**config.mk**
```make
export PLATFORM = sky130hd
export DESIGN_NAME = sid_core
export DESIGN_NICKNAME = d
export VERILOG_FILES = /design/src/sid_pkg.sv /design/src/sid_core.sv /design/src/sid_sub8.sv
export SDC_FILE = /design/constraint.sdc
export NUM_CORES = 1
export LEC_CHECK = 0
export ABC_AREA = 1
export BUFFER_PORTS_ARGS = -buffer_cell sky130_fd_sc_hd__buf_2
export CAP_MARGIN = 20
export CELL_PAD_IN_SITES_DETAIL_PLACEMENT = 1
export CELL_PAD_IN_SITES_GLOBAL_PLACEMENT = 1
export CORE_MARGIN = 2
export CORE_UTILIZATION = 36
export DETAILED_ROUTE_END_ITERATION = 10
export PLACE_DENSITY = 0.77
export SETUP_SLACK_MARGIN = 0.15
export SLEW_MARGIN = 20
export SYNTH_ARGS = -nofsm -noshare
export SYNTH_HDL_FRONTEND = slang
export SYNTH_SLANG_ARGS = --single-unit
```
**constraint.sdc**
```tcl
create_clock -name ref_clk -period 1.8 [get_ports ref_clk]
set_input_delay 0.27 -clock ref_clk [delete_from_list [all_inputs] [get_ports ref_clk]]
set_output_delay 0.27 -clock ref_clk [all_outputs]
set_load 0.005 [all_outputs]
```
**src/sid_pkg.sv**
```systemverilog
// package for the subtract instruction datapath: opcodes, address limits, phase codes
// assumes a single 200 MHz core clock and a four-phase instruction cycle
package sid_pkg;
   localparam int          SID_CLK_MHZ        = 200;  // core clock rate
   localparam logic [7:0]  SID_LIT_OPCODE     = 8'h08; // upper byte of literal form
   localparam logic [5:0]  SID_FILE_OPCODE    = 6'h17; // upper six bits 010111
   localparam int          SID_OP6_MSB        = 15;   // opcode field top bit
   localparam int          SID_DEST_BIT       = 9;    // destination select position
   localparam int          SID_BANK_BIT       = 8;    // bank select position
   localparam logic [7:0]  SID_IDX_LIMIT      = 8'h5F; // highest indexed offset address
   localparam logic [7:0]  SID_ACC_RST        = 8'h00; // working register after reset
   localparam logic [3:0]  SID_BANK_RST       = 4'h0;  // bank pointer after reset
   localparam logic [11:0] SID_ACCESS_HI_BASE = 12'hF00; // upper half of shared bank

   // four phases of one instruction cycle
   typedef enum logic [1:0] {
      SID_Q1 = 2'b00,
      SID_Q2 = 2'b01,
      SID_Q3 = 2'b10,
      SID_Q4 = 2'b11
   } sid_phase_t;

   // status flags of a subtract
   typedef struct packed {
      logic neg;         // bit 7 of result
      logic signed_wrap; // signed overflow
      logic zero;        // result is zero
      logic nibble_carry;// no borrow out of bit 3
      logic carry;       // no borrow out of bit 7
   } sid_flags_t;

   // decoded instruction
   typedef struct packed {
      logic       is_lit;   // literal minus working register
      logic       is_file;  // file minus working register
      logic       dest_f;   // result back to file register
      logic       bank_sel; // use bank pointer
      logic [7:0] field;    // literal or file address
   } sid_dec_t;
endpackage

```
**src/sid_core.sv**
```systemverilog
// subtract instruction datapath: literal and file-register forms, four-phase cycle
// assumes the program word is stable from Q1 to Q4 and file reads return
// data combinationally in the cycle the address is shown
// How it works
// - literal minus working register into working register
// - file value minus working register, 8-bit
// - file form decoded from top bits 010111
// - destination bit picks working or file register
// - bank bit picks shared bank or pointer
// - extended set, shared, address<=95 uses indexed offset
// - both forms update all five flags
// - decode, read, compute, write in Q1..Q4
module sid_core
   import sid_pkg::*;
(
   input  wire logic        ref_clk,
   input  wire logic        sys_rst,
   input  wire logic [15:0] instr_word,
   input  wire logic        ext_set_en,
   input  wire logic [3:0]  bank_pointer_register,
   input  wire logic [11:0] index_base,
   input  wire logic [7:0]  file_rd_data,
   output logic [11:0]      file_addr,
   output logic             file_rd_en,
   output logic             file_wr_en,
   output logic [7:0]       file_wr_data,
   output logic [7:0]       acc_ff,
   output sid_flags_t       flags_ff,
   output sid_phase_t       phase_ff,
   output logic             instr_done
);
   sid_dec_t   dec_ff;      // decoded instruction held from Q1
   sid_dec_t   nxt_dec;     // decode of the current word
   logic [7:0] opnd_ff;     // minuend captured in Q2
   logic [7:0] res_ff;      // difference from Q3
   sid_flags_t res_flags_ff;// flags from Q3
   logic [11:0] addr_calc;  // effective file address
   logic [7:0] diff_w;      // subtractor result
   sid_flags_t flags_w;     // subtractor flags
   logic       active;      // current instruction is a subtract

   // instruction decode
   always_comb begin
      nxt_dec          = '0;
      nxt_dec.is_lit   = (instr_word[15:8] == SID_LIT_OPCODE);
      nxt_dec.is_file  = (instr_word[SID_OP6_MSB -: 6] == SID_FILE_OPCODE);
      nxt_dec.dest_f   = instr_word[SID_DEST_BIT];
      nxt_dec.bank_sel = instr_word[SID_BANK_BIT];
      nxt_dec.field    = instr_word[7:0];
   end

   // effective address of the file operand
   always_comb begin
      if (dec_ff.bank_sel) begin
         addr_calc = {bank_pointer_register, dec_ff.field};
      end else if (ext_set_en && (dec_ff.field <= SID_IDX_LIMIT)) begin
         addr_calc = index_base + {4'h0, dec_ff.field};
      end else if (dec_ff.field <= SID_IDX_LIMIT) begin
         addr_calc = {4'h0, dec_ff.field};
      end else begin
         addr_calc = SID_ACCESS_HI_BASE | {4'h0, dec_ff.field};
      end
   end

   assign active = dec_ff.is_lit | dec_ff.is_file;

   // phase sequencer
   always_ff @(posedge ref_clk) begin
      if (sys_rst) begin
         phase_ff <= SID_Q1;
      end else begin
         unique case (phase_ff)
            SID_Q1: phase_ff <= SID_Q2;
            SID_Q2: phase_ff <= SID_Q3;
            SID_Q3: phase_ff <= SID_Q4;
            SID_Q4: phase_ff <= SID_Q1;
         endcase
      end
   end

   // decode register, loaded in Q1
   always_ff @(posedge ref_clk) begin
      if (sys_rst) begin
         dec_ff <= '0;
      end else if (phase_ff == SID_Q1) begin
         dec_ff <= nxt_dec;
      end
   end

   // operand read in Q2
   always_ff @(posedge ref_clk) begin
      if (sys_rst) begin
         opnd_ff <= 8'h00;
      end else if (phase_ff == SID_Q2) begin
         // literal value or file register as minuend
         opnd_ff <= dec_ff.is_lit ? dec_ff.field : file_rd_data;
      end
   end

   sid_sub8 i_sid_sub8 (
      .minuend    (opnd_ff),
      .subtrahend (acc_ff),
      .diff       (diff_w),
      .flags      (flags_w)
   );

   // arithmetic captured in Q3
   always_ff @(posedge ref_clk) begin
      if (sys_rst) begin
         res_ff       <= 8'h00;
         res_flags_ff <= '0;
      end else if (phase_ff == SID_Q3) begin
         res_ff       <= diff_w;
         res_flags_ff <= flags_w;
      end
   end

   // working register written in Q4
   always_ff @(posedge ref_clk) begin
      if (sys_rst) begin
         acc_ff <= SID_ACC_RST;
      end else if (phase_ff == SID_Q4) begin
         if (dec_ff.is_lit || (dec_ff.is_file && !dec_ff.dest_f)) begin
            acc_ff <= res_ff;
         end
      end
   end

   // flags written in Q4 for either form
   always_ff @(posedge ref_clk) begin
      if (sys_rst) begin
         flags_ff <= '0;
      end else if (phase_ff == SID_Q4 && active) begin
         flags_ff <= res_flags_ff;
      end
   end

   // file port: read in Q2, write back in Q4
   always_comb begin
      file_addr    = dec_ff.is_file ? addr_calc : 12'h000;
      file_rd_en   = (phase_ff == SID_Q2) && dec_ff.is_file;
      file_wr_en   = (phase_ff == SID_Q4) && dec_ff.is_file && dec_ff.dest_f;
      file_wr_data = res_ff;
      instr_done   = (phase_ff == SID_Q4) && active;
   end
endmodule

```
**src/sid_sub8.sv**
```systemverilog
// 8-bit subtractor that produces difference and status flags
// assumes purely combinational use inside the datapath
module sid_sub8
   import sid_pkg::*;
(
   input  wire logic [7:0] minuend,
   input  wire logic [7:0] subtrahend,
   output logic [7:0]      diff,
   output sid_flags_t      flags
);
   logic [8:0] full_d; // nine-bit difference, top bit is borrow
   logic [4:0] low_d;  // low nibble difference

   // two's complement subtraction with borrow tracking
   always_comb begin
      full_d             = {1'b0, minuend} - {1'b0, subtrahend};
      low_d              = {1'b0, minuend[3:0]} - {1'b0, subtrahend[3:0]};
      diff               = full_d[7:0];
      flags.neg          = full_d[7];
      flags.zero         = (full_d[7:0] == 8'h00);
      flags.carry        = ~full_d[8];
      flags.nibble_carry = ~low_d[4];
      // overflow when signs differ and result sign leaves the minuend's
      flags.signed_wrap  = (minuend[7] ^ subtrahend[7]) & (minuend[7] ^ full_d[7]);
   end
endmodule

```
# Yosys cells after proc, flatten, opt, wreduce, memory -nomap -nowiden
# Index checks and enable logic that the tools add are counted.
# word_totals
reg_bits	48
in_bits	43
out_inout_bits	38
elab_cells	51
# op_classes
add_sub_neg	3
order_cmp	1
n_eq_ne	5
muxes	6
bitwise_logic	6
n_reduce_logical	11
# op_table
cell	n
$mux 12	4
$add 12x8->12	1
$sub 8x8->9	1
$eq 8x4->1 const B	1
$le 8x7->1 const B	1
$logic_not 8->1	1
$mux 8	1
$pmux 2 s4	1
$eq 6x5->1 const B	1
$logic_and 1x1->1	6
$sub 4x4->5	1
$eq 2x2->1 const B	2
$eq 2x1->1 const B	1
$logic_not 2->1	1
$not 1->1	2
$reduce_and 2->1	1
$xor 1x1->1	2
$and 1x1->1	1
$logic_not 1->1	1
$logic_or 1x1->1	1
$or 1x1->1	1

# Depth between registers and ports, before layout
# Gate-level depths: netlist of the first run.
# depth
word_depth	5
mapped_depth	12
ltp_nobuf	12

# By module
# A second synthesis of the first run with hierarchy kept.
# unflattened
cells_unflattened	483
area_unflattened_um2	3111.7
# by_module_without_submodules
module	instances	cells_per_inst	area_each_um2
sid_core	1	384	2602.5
sid_sub8	1	99	509.2

# Worst setup path before layout of the first run
# No wires, ideal clock.
# synth_timing
kind	flip-flop to output port
from	register dec_ff[0] (netlist bit)
to	output port file_addr[8]
arrival_ns	1.445
required_ns	1.530
slack_ns	0.085
path_stages_with_launch	10
path_cell_list	dfxtp_1 > ha_1 > fa_1 > nand2_1 > o21bai_1 > nand2_1 > nand2_1 > nand2_1 > nand3_1 > a21oi_1
# synth_between
elab_chain_len	5
elab_cells_between_ends	7
# synth_rtl
item	line_no	text
start: declaration	sid_core.sv:32	sid_dec_t dec_ff;
start signal: assignment	sid_core.sv:86	dec_ff <= nxt_dec;
$le 8x7->1	sid_core.sv:56, sid_core.sv:58	
$mux 12 or $logic_and 1x1->1 (tied branches)	sid_core.sv:58, sid_core.sv:56	
$mux 12 (*)	sid_core.sv:56	end else if (ext_set_en && (dec_ff.field <= SID_IDX_LIMIT)) begin
$mux 12 (*)	sid_core.sv:54	if (dec_ff.bank_sel) begin
$mux 12 (*)	sid_core.sv:140	file_addr = dec_ff.is_file ? addr_calc : 12'h000;
end: declaration	sid_core.sv:23	output logic [11:0] file_addr,
# Every way passes the cells marked *; elsewhere a longest branch is shown, timed or not.

# Worst setup path in the final report of the first run
# layout_timing
from	register dec_ff[0] (netlist bit)
to	output port file_addr[7]
# layout_between
elab_chain_len	5
elab_cells_between_ends	6
# layout_rtl
item	line_no
branches (longest 2 deep; another with $add 12x8->12)	n/a
$mux 12 (*)	sid_core.sv:56
$mux 12 (*)	sid_core.sv:54
$mux 12 (*)	sid_core.sv:140
# Mark *: on every way between the ends.

==> results.sh, run 1 <==
export IMPL_clock_sinks=47
export IMPL_clk_path_buf_depth=2
export IMPL_crit_chain="ha_4 > buf_6 > buf_6 > nand3_4 > nand3_4 > nand2_2 > nand3_2 > a21oi_2 > o21ai_1 > a21oi_1 > buf_2"
export IMPL_htreeDepth=2
export IMPL_required_ns=1.53
export IMPL_synth_edff_count=0
export IMPL_synth_seq_cells=47
export IMPL_finalHoldViolCount=0
export IMPL_ys_types=33
export IMPL_grt_pass1_wl_um=16300
export IMPL_cp_max_fo=4
export IMPL_cp_end_kind="primary output"
export IMPL_finalSetupTns_ns=-3.49
export IMPL_yosys_warnings=0
export IMPL_fp_row_count=33
export IMPL_rsz0062_at_grt="yes"
export IMPL_fillers=1067
export IMPL_place_inst=650
export IMPL_reg2reg_from="opnd_ff[0]"
export IMPL_period_share=1.22
export IMPL_avgSynthCellArea_um2=6.64
export IMPL_insertion_delay_ns=0.30
export IMPL_crit_end="file_addr[7]"
export IMPL_async_flop_share=0
export IMPL_maxSlewViolCount=0
export IMPL_grt_pass1_vias=3564
export IMPL_antenna_found_initial=0
export IMPL_io_pins=81
export IMPL_critical_path_max_stage_delay_ns=0.35
export IMPL_tritoncts="yes"
export IMPL_cap_viol_max_count=0
export IMPL_layout_common_cells="80 x buf_2, 68 x nand2_1, 66 x inv_1"
export IMPL_ir_worst_vdd_mv=0.589
export IMPL_min_from="instr_word[3]"
export IMPL_finalSetupViolCount=12
export IMPL_instances_no_fill=666
export IMPL_power_density_nw_per_um2=1180
export IMPL_drt_iter0_drc=68
export IMPL_final_common_cell="buf_2"
export IMPL_start_kind="flop"
export IMPL_ant_nets=0
export IMPL_antenna_cells=0
export IMPL_vias=3449
export IMPL_clk_pin_slew_worst_paths_ns=0.09
export IMPL_busiest_layer="met2"
export IMPL_final_area_um2=4340
export IMPL_hold_buffers=0
export IMPL_dpl_instance_area_um2=3670
export IMPL_worstMarginPinSlew_ns=0.336
export IMPL_drt_pass1_iter_count=4
export IMPL_globalRouteTotalUtil=0.232
export IMPL_fin_skew_ns=0.00746
export IMPL_power_mw=5.14
export IMPL_finish_utilization=0.537
export IMPL_start_util=0.368
export IMPL_netlist_area_um2=2970
export IMPL_wl_per_cell_um=16.4
export IMPL_r2r_slack_ns=0.07
export IMPL_grt_use_met2=0.460
export IMPL_hpwl_um=7670
export IMPL_seq_area_frac_synth=0.316
export IMPL_r2r_end="res_flags_ff[2]"
export IMPL_place_ws_ns=-0.289
export IMPL_whs_ns=0.211
export IMPL_timing_final_ws_setup_ns=-0.402
export IMPL_hold_class="primary input to flop"
export IMPL_worst_path_max_delay_cell="dfxtp_2"
export IMPL_grt_max_degree=36
export IMPL_met3_usage=0.0255
export IMPL_violations="setup timing"
export IMPL_reg2reg_depth=11
export IMPL_seq_area_um2=966
export IMPL_gp_congestion=0.973
export IMPL_drt_total_wl_um=10900
export IMPL_crit_start="dec_ff[0]"
export IMPL_period_minus_slack_ns=2.20
export IMPL_die_height_um=94.9
export IMPL_layout_nets=626
export IMPL_crit_arrival_ns=1.93
export IMPL_synthToLayoutAreaGrowth_pct=46.1
export IMPL_outcome="finished with violations"
export IMPL_slew_limit_headroom=0.776
export IMPL_p_leak_nw=2.21
export IMPL_max_freq_ghz=0.454
export IMPL_io_buffers=80
export IMPL_fp_dieW_um=94.9
export IMPL_synth_ff_type="dfxtp_1"
export IMPL_die_area_um2=9000
export IMPL_use_met1=0.246
export IMPL_drive_gt1_frac=0.401
export IMPL_synthCells=448
export IMPL_syn_num_nets=514
export IMPL_cts_buffers=5
export IMPL_core_area_um2=8090
export IMPL_drc_errors=0
export IMPL_via_per_inst=5.18
export IMPL_root_buffer="clkbuf_8"
export IMPL_multi_input_area_um2=2100
export IMPL_worstSetupPathType="flop to primary output"
export IMPL_grt_ovfl_total=0
## layout make-up
| cell class | count | area share |
|---|---|---|
| sequential | 47 | 0.222 |
| timing repair buffer | 119 | 0.164 |
| clock inverter | 2 | 0.0138 |
| inverter | 78 | 0.0691 |
| multi-input combinational | 309 | 0.484 |
| clock buffer | 6 | 0.0167 |
| tap | 105 | 0.0302 |
## registers in the layout (all words and copies together) (netlist names)
register,flops
dec_ff,12
acc_ff,8
file_wr_data,8
opnd_ff,8
flags_ff,5
res_flags_ff,4
phase_ff,2
## layer usage
layer	vias to the layer above	wire (um)	share of wire
met5	-	0	0
met4	0	265	0.024
met3	23	247	0.023
met2	75	6080	0.56
met1	1671	4350	0.40
li1	1680	-	-
## worst max-delay path, delay by kind of cell (launching register included)
kind / cells / cell delay (ns)
compound gates: 3 / 0.42
fa+ha+maj: 1 / 0.16
buf+inv: 3 / 0.36
flops: 1 / 0.35
simple gates: 4 / 0.35
## cells in the mapped netlist, types with 3 or more instances
cell type  instances  area (um2)
nand2_1           87         327
clkbuf_1           8        30.0
nand4_1            6        37.5
nor3_1             3        15.0
o211ai_1          14         105
dfxtp_1           47         941
or2_2              3        18.8
inv_1             73         274
nor2_1            45         169
xor2_1             3        26.3
ha_1              21         263
nand3_1           32         160
a21oi_1           41         205
o21ai_0           40         200
## timing repair
action,4_1_cts,5_1_grt
pin swaps,15,28
endpoints found under the setup margin,19,29
buffers inserted,4,4
resized for setup,50,66
## report_power, final
part / switching [mW] / internal [mW] / leakage [nW]
Clock: 0.371 / 0.555 / 0.0654
Sequential: 0.196 / 1.26 / 0.391
Combinational: 1.56 / 1.19 / 1.75
Total: 2.13 / 3.01 / 2.21
## worst min-delay path by stage
stage	cells after the start	end	slack, ns
floorplan	2	dec_ff[5]	0.40
detailed placement	2	res_flags_ff[2]	0.48
CTS	3	dec_ff[3]	0.20
global route	3	dec_ff[3]	0.22
global placement	2	res_flags_ff[3]	0.46
finish	3	dec_ff[3]	0.21
## kinds of logic (layout without fill, tap and decap cells)
family,after synthesis,after routing,share of synthesized area
buf+inv,92,205,0.124
xor+xnor,4,4,0.0118
flops,47,47,0.316
simple gates,178,178,0.249
fa+ha+maj,23,23,0.102
compound gates,104,104,0.197
Power figures use the tool's default switching activity.
==> inputs of run 2 (changes only) <==
--- a/config.mk
+++ b/config.mk
@@ -8,7 +8,7 @@
 export ABC_AREA = 1
 export BUFFER_PORTS_ARGS = -buffer_cell sky130_fd_sc_hd__buf_2
 export CAP_MARGIN = 20
-export CELL_PAD_IN_SITES_DETAIL_PLACEMENT = 1
+export CELL_PAD_IN_SITES_DETAIL_PLACEMENT = 0
 export CELL_PAD_IN_SITES_GLOBAL_PLACEMENT = 1
 export CORE_MARGIN = 2
 export CORE_UTILIZATION = 36
==> run 2 against run 1 <==
Against the previous run: clock skew is 0.0038 ns higher; total power is 4.0% lower; critical path depth is 1 lower; routed wire length down 18%; largest cell class unchanged; die area stayed put; the flow still finishes with violations (setup timing).
==> results.sh, run 2 (synthesis gave the netlist of run 1 again) <==
export IMPL_outcome="finished with violations"
export IMPL_violations="setup timing"
export IMPL_timing_final_ws_setup_ns=-0.352
export IMPL_clk_pin_slew_worst_paths_ns=0.10
export IMPL_root_buffer="clkbuf_8"
export IMPL_instances_no_fill=665
export IMPL_layout_nets=625
export IMPL_ant_nets=0
export IMPL_drc_errors=0
export IMPL_fillers=837
export IMPL_die_area_um2=9000
export IMPL_required_ns=1.53
export IMPL_drt_pass1_iter_count=4
export IMPL_hpwl_um=6710
export IMPL_dr_wl_met3_um=292
export IMPL_drt_total_wl_um=8950
export IMPL_seq_area_um2=957
export IMPL_maxSlewViolCount=0
export IMPL_reg2reg_depth=11
export IMPL_io_pins=81
export IMPL_r2r_end="res_flags_ff[2]"
export IMPL_crit_end="file_addr[8]"
export IMPL_met1_length_um=3850
export IMPL_min_path_cells=3
export IMPL_regMostFlops="dec_ff"
export IMPL_drt_iter0_drc=83
export IMPL_ir_worst_vdd_mv=0.576
export IMPL_top_layer_used="met4"
export IMPL_layout_common_cells="80 x buf_2, 70 x inv_1, 70 x nand2_1"
export IMPL_multi_input_area_um2=2060
export IMPL_reg2reg_from="opnd_ff[0]"
export IMPL_p_leak_nw=2.20
export IMPL_period_share=1.20
export IMPL_die_height_um=94.9
export IMPL_cts_buffers=5
export IMPL_finish_utilization=0.529
export IMPL_crit_start="dec_ff[0]"
export IMPL_finalHoldViolCount=0
export IMPL_place_inst=650
export IMPL_crit_arrival_ns=1.88
export IMPL_r2r_slack_ns=0.04
export IMPL_clock_sinks=47
export IMPL_drive_gt1_frac=0.375
export IMPL_rsz0062_at_grt="yes"
export IMPL_grt_pass1_vias=3118
export IMPL_globalRouteTotalUtil=0.198
export IMPL_htreeDepth=2
export IMPL_start_util=0.368
export IMPL_start_kind="flop"
export IMPL_core_area_um2=8090
export IMPL_grt_max_degree=36
export IMPL_via_per_inst=4.81
export IMPL_period_minus_slack_ns=2.15
export IMPL_vias=3201
export IMPL_io_buffers=80
export IMPL_finalSetupViolCount=12
export IMPL_cap_viol_max_count=0
export IMPL_fp_dieW_um=94.9
export IMPL_synthToLayoutAreaGrowth_pct=44.0
export IMPL_power_density_nw_per_um2=1150
export IMPL_grt_ovfl_total=0
export IMPL_antenna_cells=0
export IMPL_gp_congestion=0.973
export IMPL_largest_reg_flops=12
export IMPL_fin_skew_ns=0.0113
export IMPL_tritoncts="yes"
export IMPL_cp_end_kind="primary output"
export IMPL_cp_max_fo=4
export IMPL_grt_pass1_wl_um=14000
export IMPL_insertion_delay_ns=0.30
export IMPL_worstSetupPathType="flop to primary output"
export IMPL_slew_limit_headroom=0.779
export IMPL_final_common_cell="buf_2"
export IMPL_clk_path_buf_depth=2
export IMPL_hold_class="primary input to flop"
export IMPL_antenna_found_initial=0
export IMPL_worstMarginPinSlew_ns=0.331
export IMPL_max_freq_ghz=0.465
export IMPL_wl_per_cell_um=13.5
export IMPL_fp_row_count=33
export IMPL_hold_buffers=0
export IMPL_route_met2_wl_um=4700
==> run 2: worst min path at each step <==
stage | from | to
after floorplan | instr_word[5] | dec_ff[5]
after global placement | res_flags_ff[3] | res_flags_ff[3]
after detailed placement | res_flags_ff[3] | res_flags_ff[3]
after CTS | instr_word[3] | dec_ff[3]
after global routing | instr_word[3] | dec_ff[3]
final | instr_word[3] | dec_ff[3]
==> run 2: power by group <==
part           internal (mW)  switching [mW]
clock network          0.556           0.372
logic                   1.16            1.41
registers               1.26           0.180
total                   2.97            1.96
==> run 2: final cells by class <==
| class | instances | area share |
|---|---|---|
| multi-input combinational | 309 | 0.482 |
| sequential | 47 | 0.224 |
| timing repair buffer | 118 | 0.163 |
| inverter | 78 | 0.0701 |
| tap | 105 | 0.0307 |
| clock buffer | 6 | 0.0169 |
| clock inverter | 2 | 0.0140 |
==> run 2: routing by layer <==
metal,vias to the layer above,track usage
met5,-,0
met4,0,0.0483
met3,6,0.0303
met2,59,0.381
met1,1460,0.228
li1,1676,-
==> run 2: through the flow <==
stage / cell area [um2] / total power, mW / hold slack [ns] / worst slack [ns] / setup TNS, ns
6_report: 4280 / 4.93 / 0.195 / -0.352 / -2.74
5_1_grt: 4280 / 5.35 / 0.202 / -0.454 / -4.08
4_1_cts: 3970 / 4.58 / 0.193 / -0.404 / -3.26
3_5_place_dp: 3670 / 3.48 / 0.468 / -0.234 / -1.09
3_3_place_gp: 3670 / 3.44 / 0.460 / -0.255 / -0.910
2_1_floorplan: 2980 / 2.71 / 0.405 / 0.147 / 0
==> run 2: repair_timing <==
action / 4_1_cts / 5_1_grt
pin swaps: 9 / 21
gates resized for setup: 31 / 66
setup endpoints to repair: 16 / 32
buffers inserted: 2 / 5
==> run 2: worst max-delay path, stage by stage, from the launching register on <==
cell and delay (ns):
dfxtp_2 0.35, ha_4 0.16, fa_2 0.40, nand2_4 0.10, o21bai_4 0.07, nand2_2 0.07, nand2_1 0.05, nand2_1 0.07
nand3_2 0.08, a21oi_2 0.12, buf_2 0.12
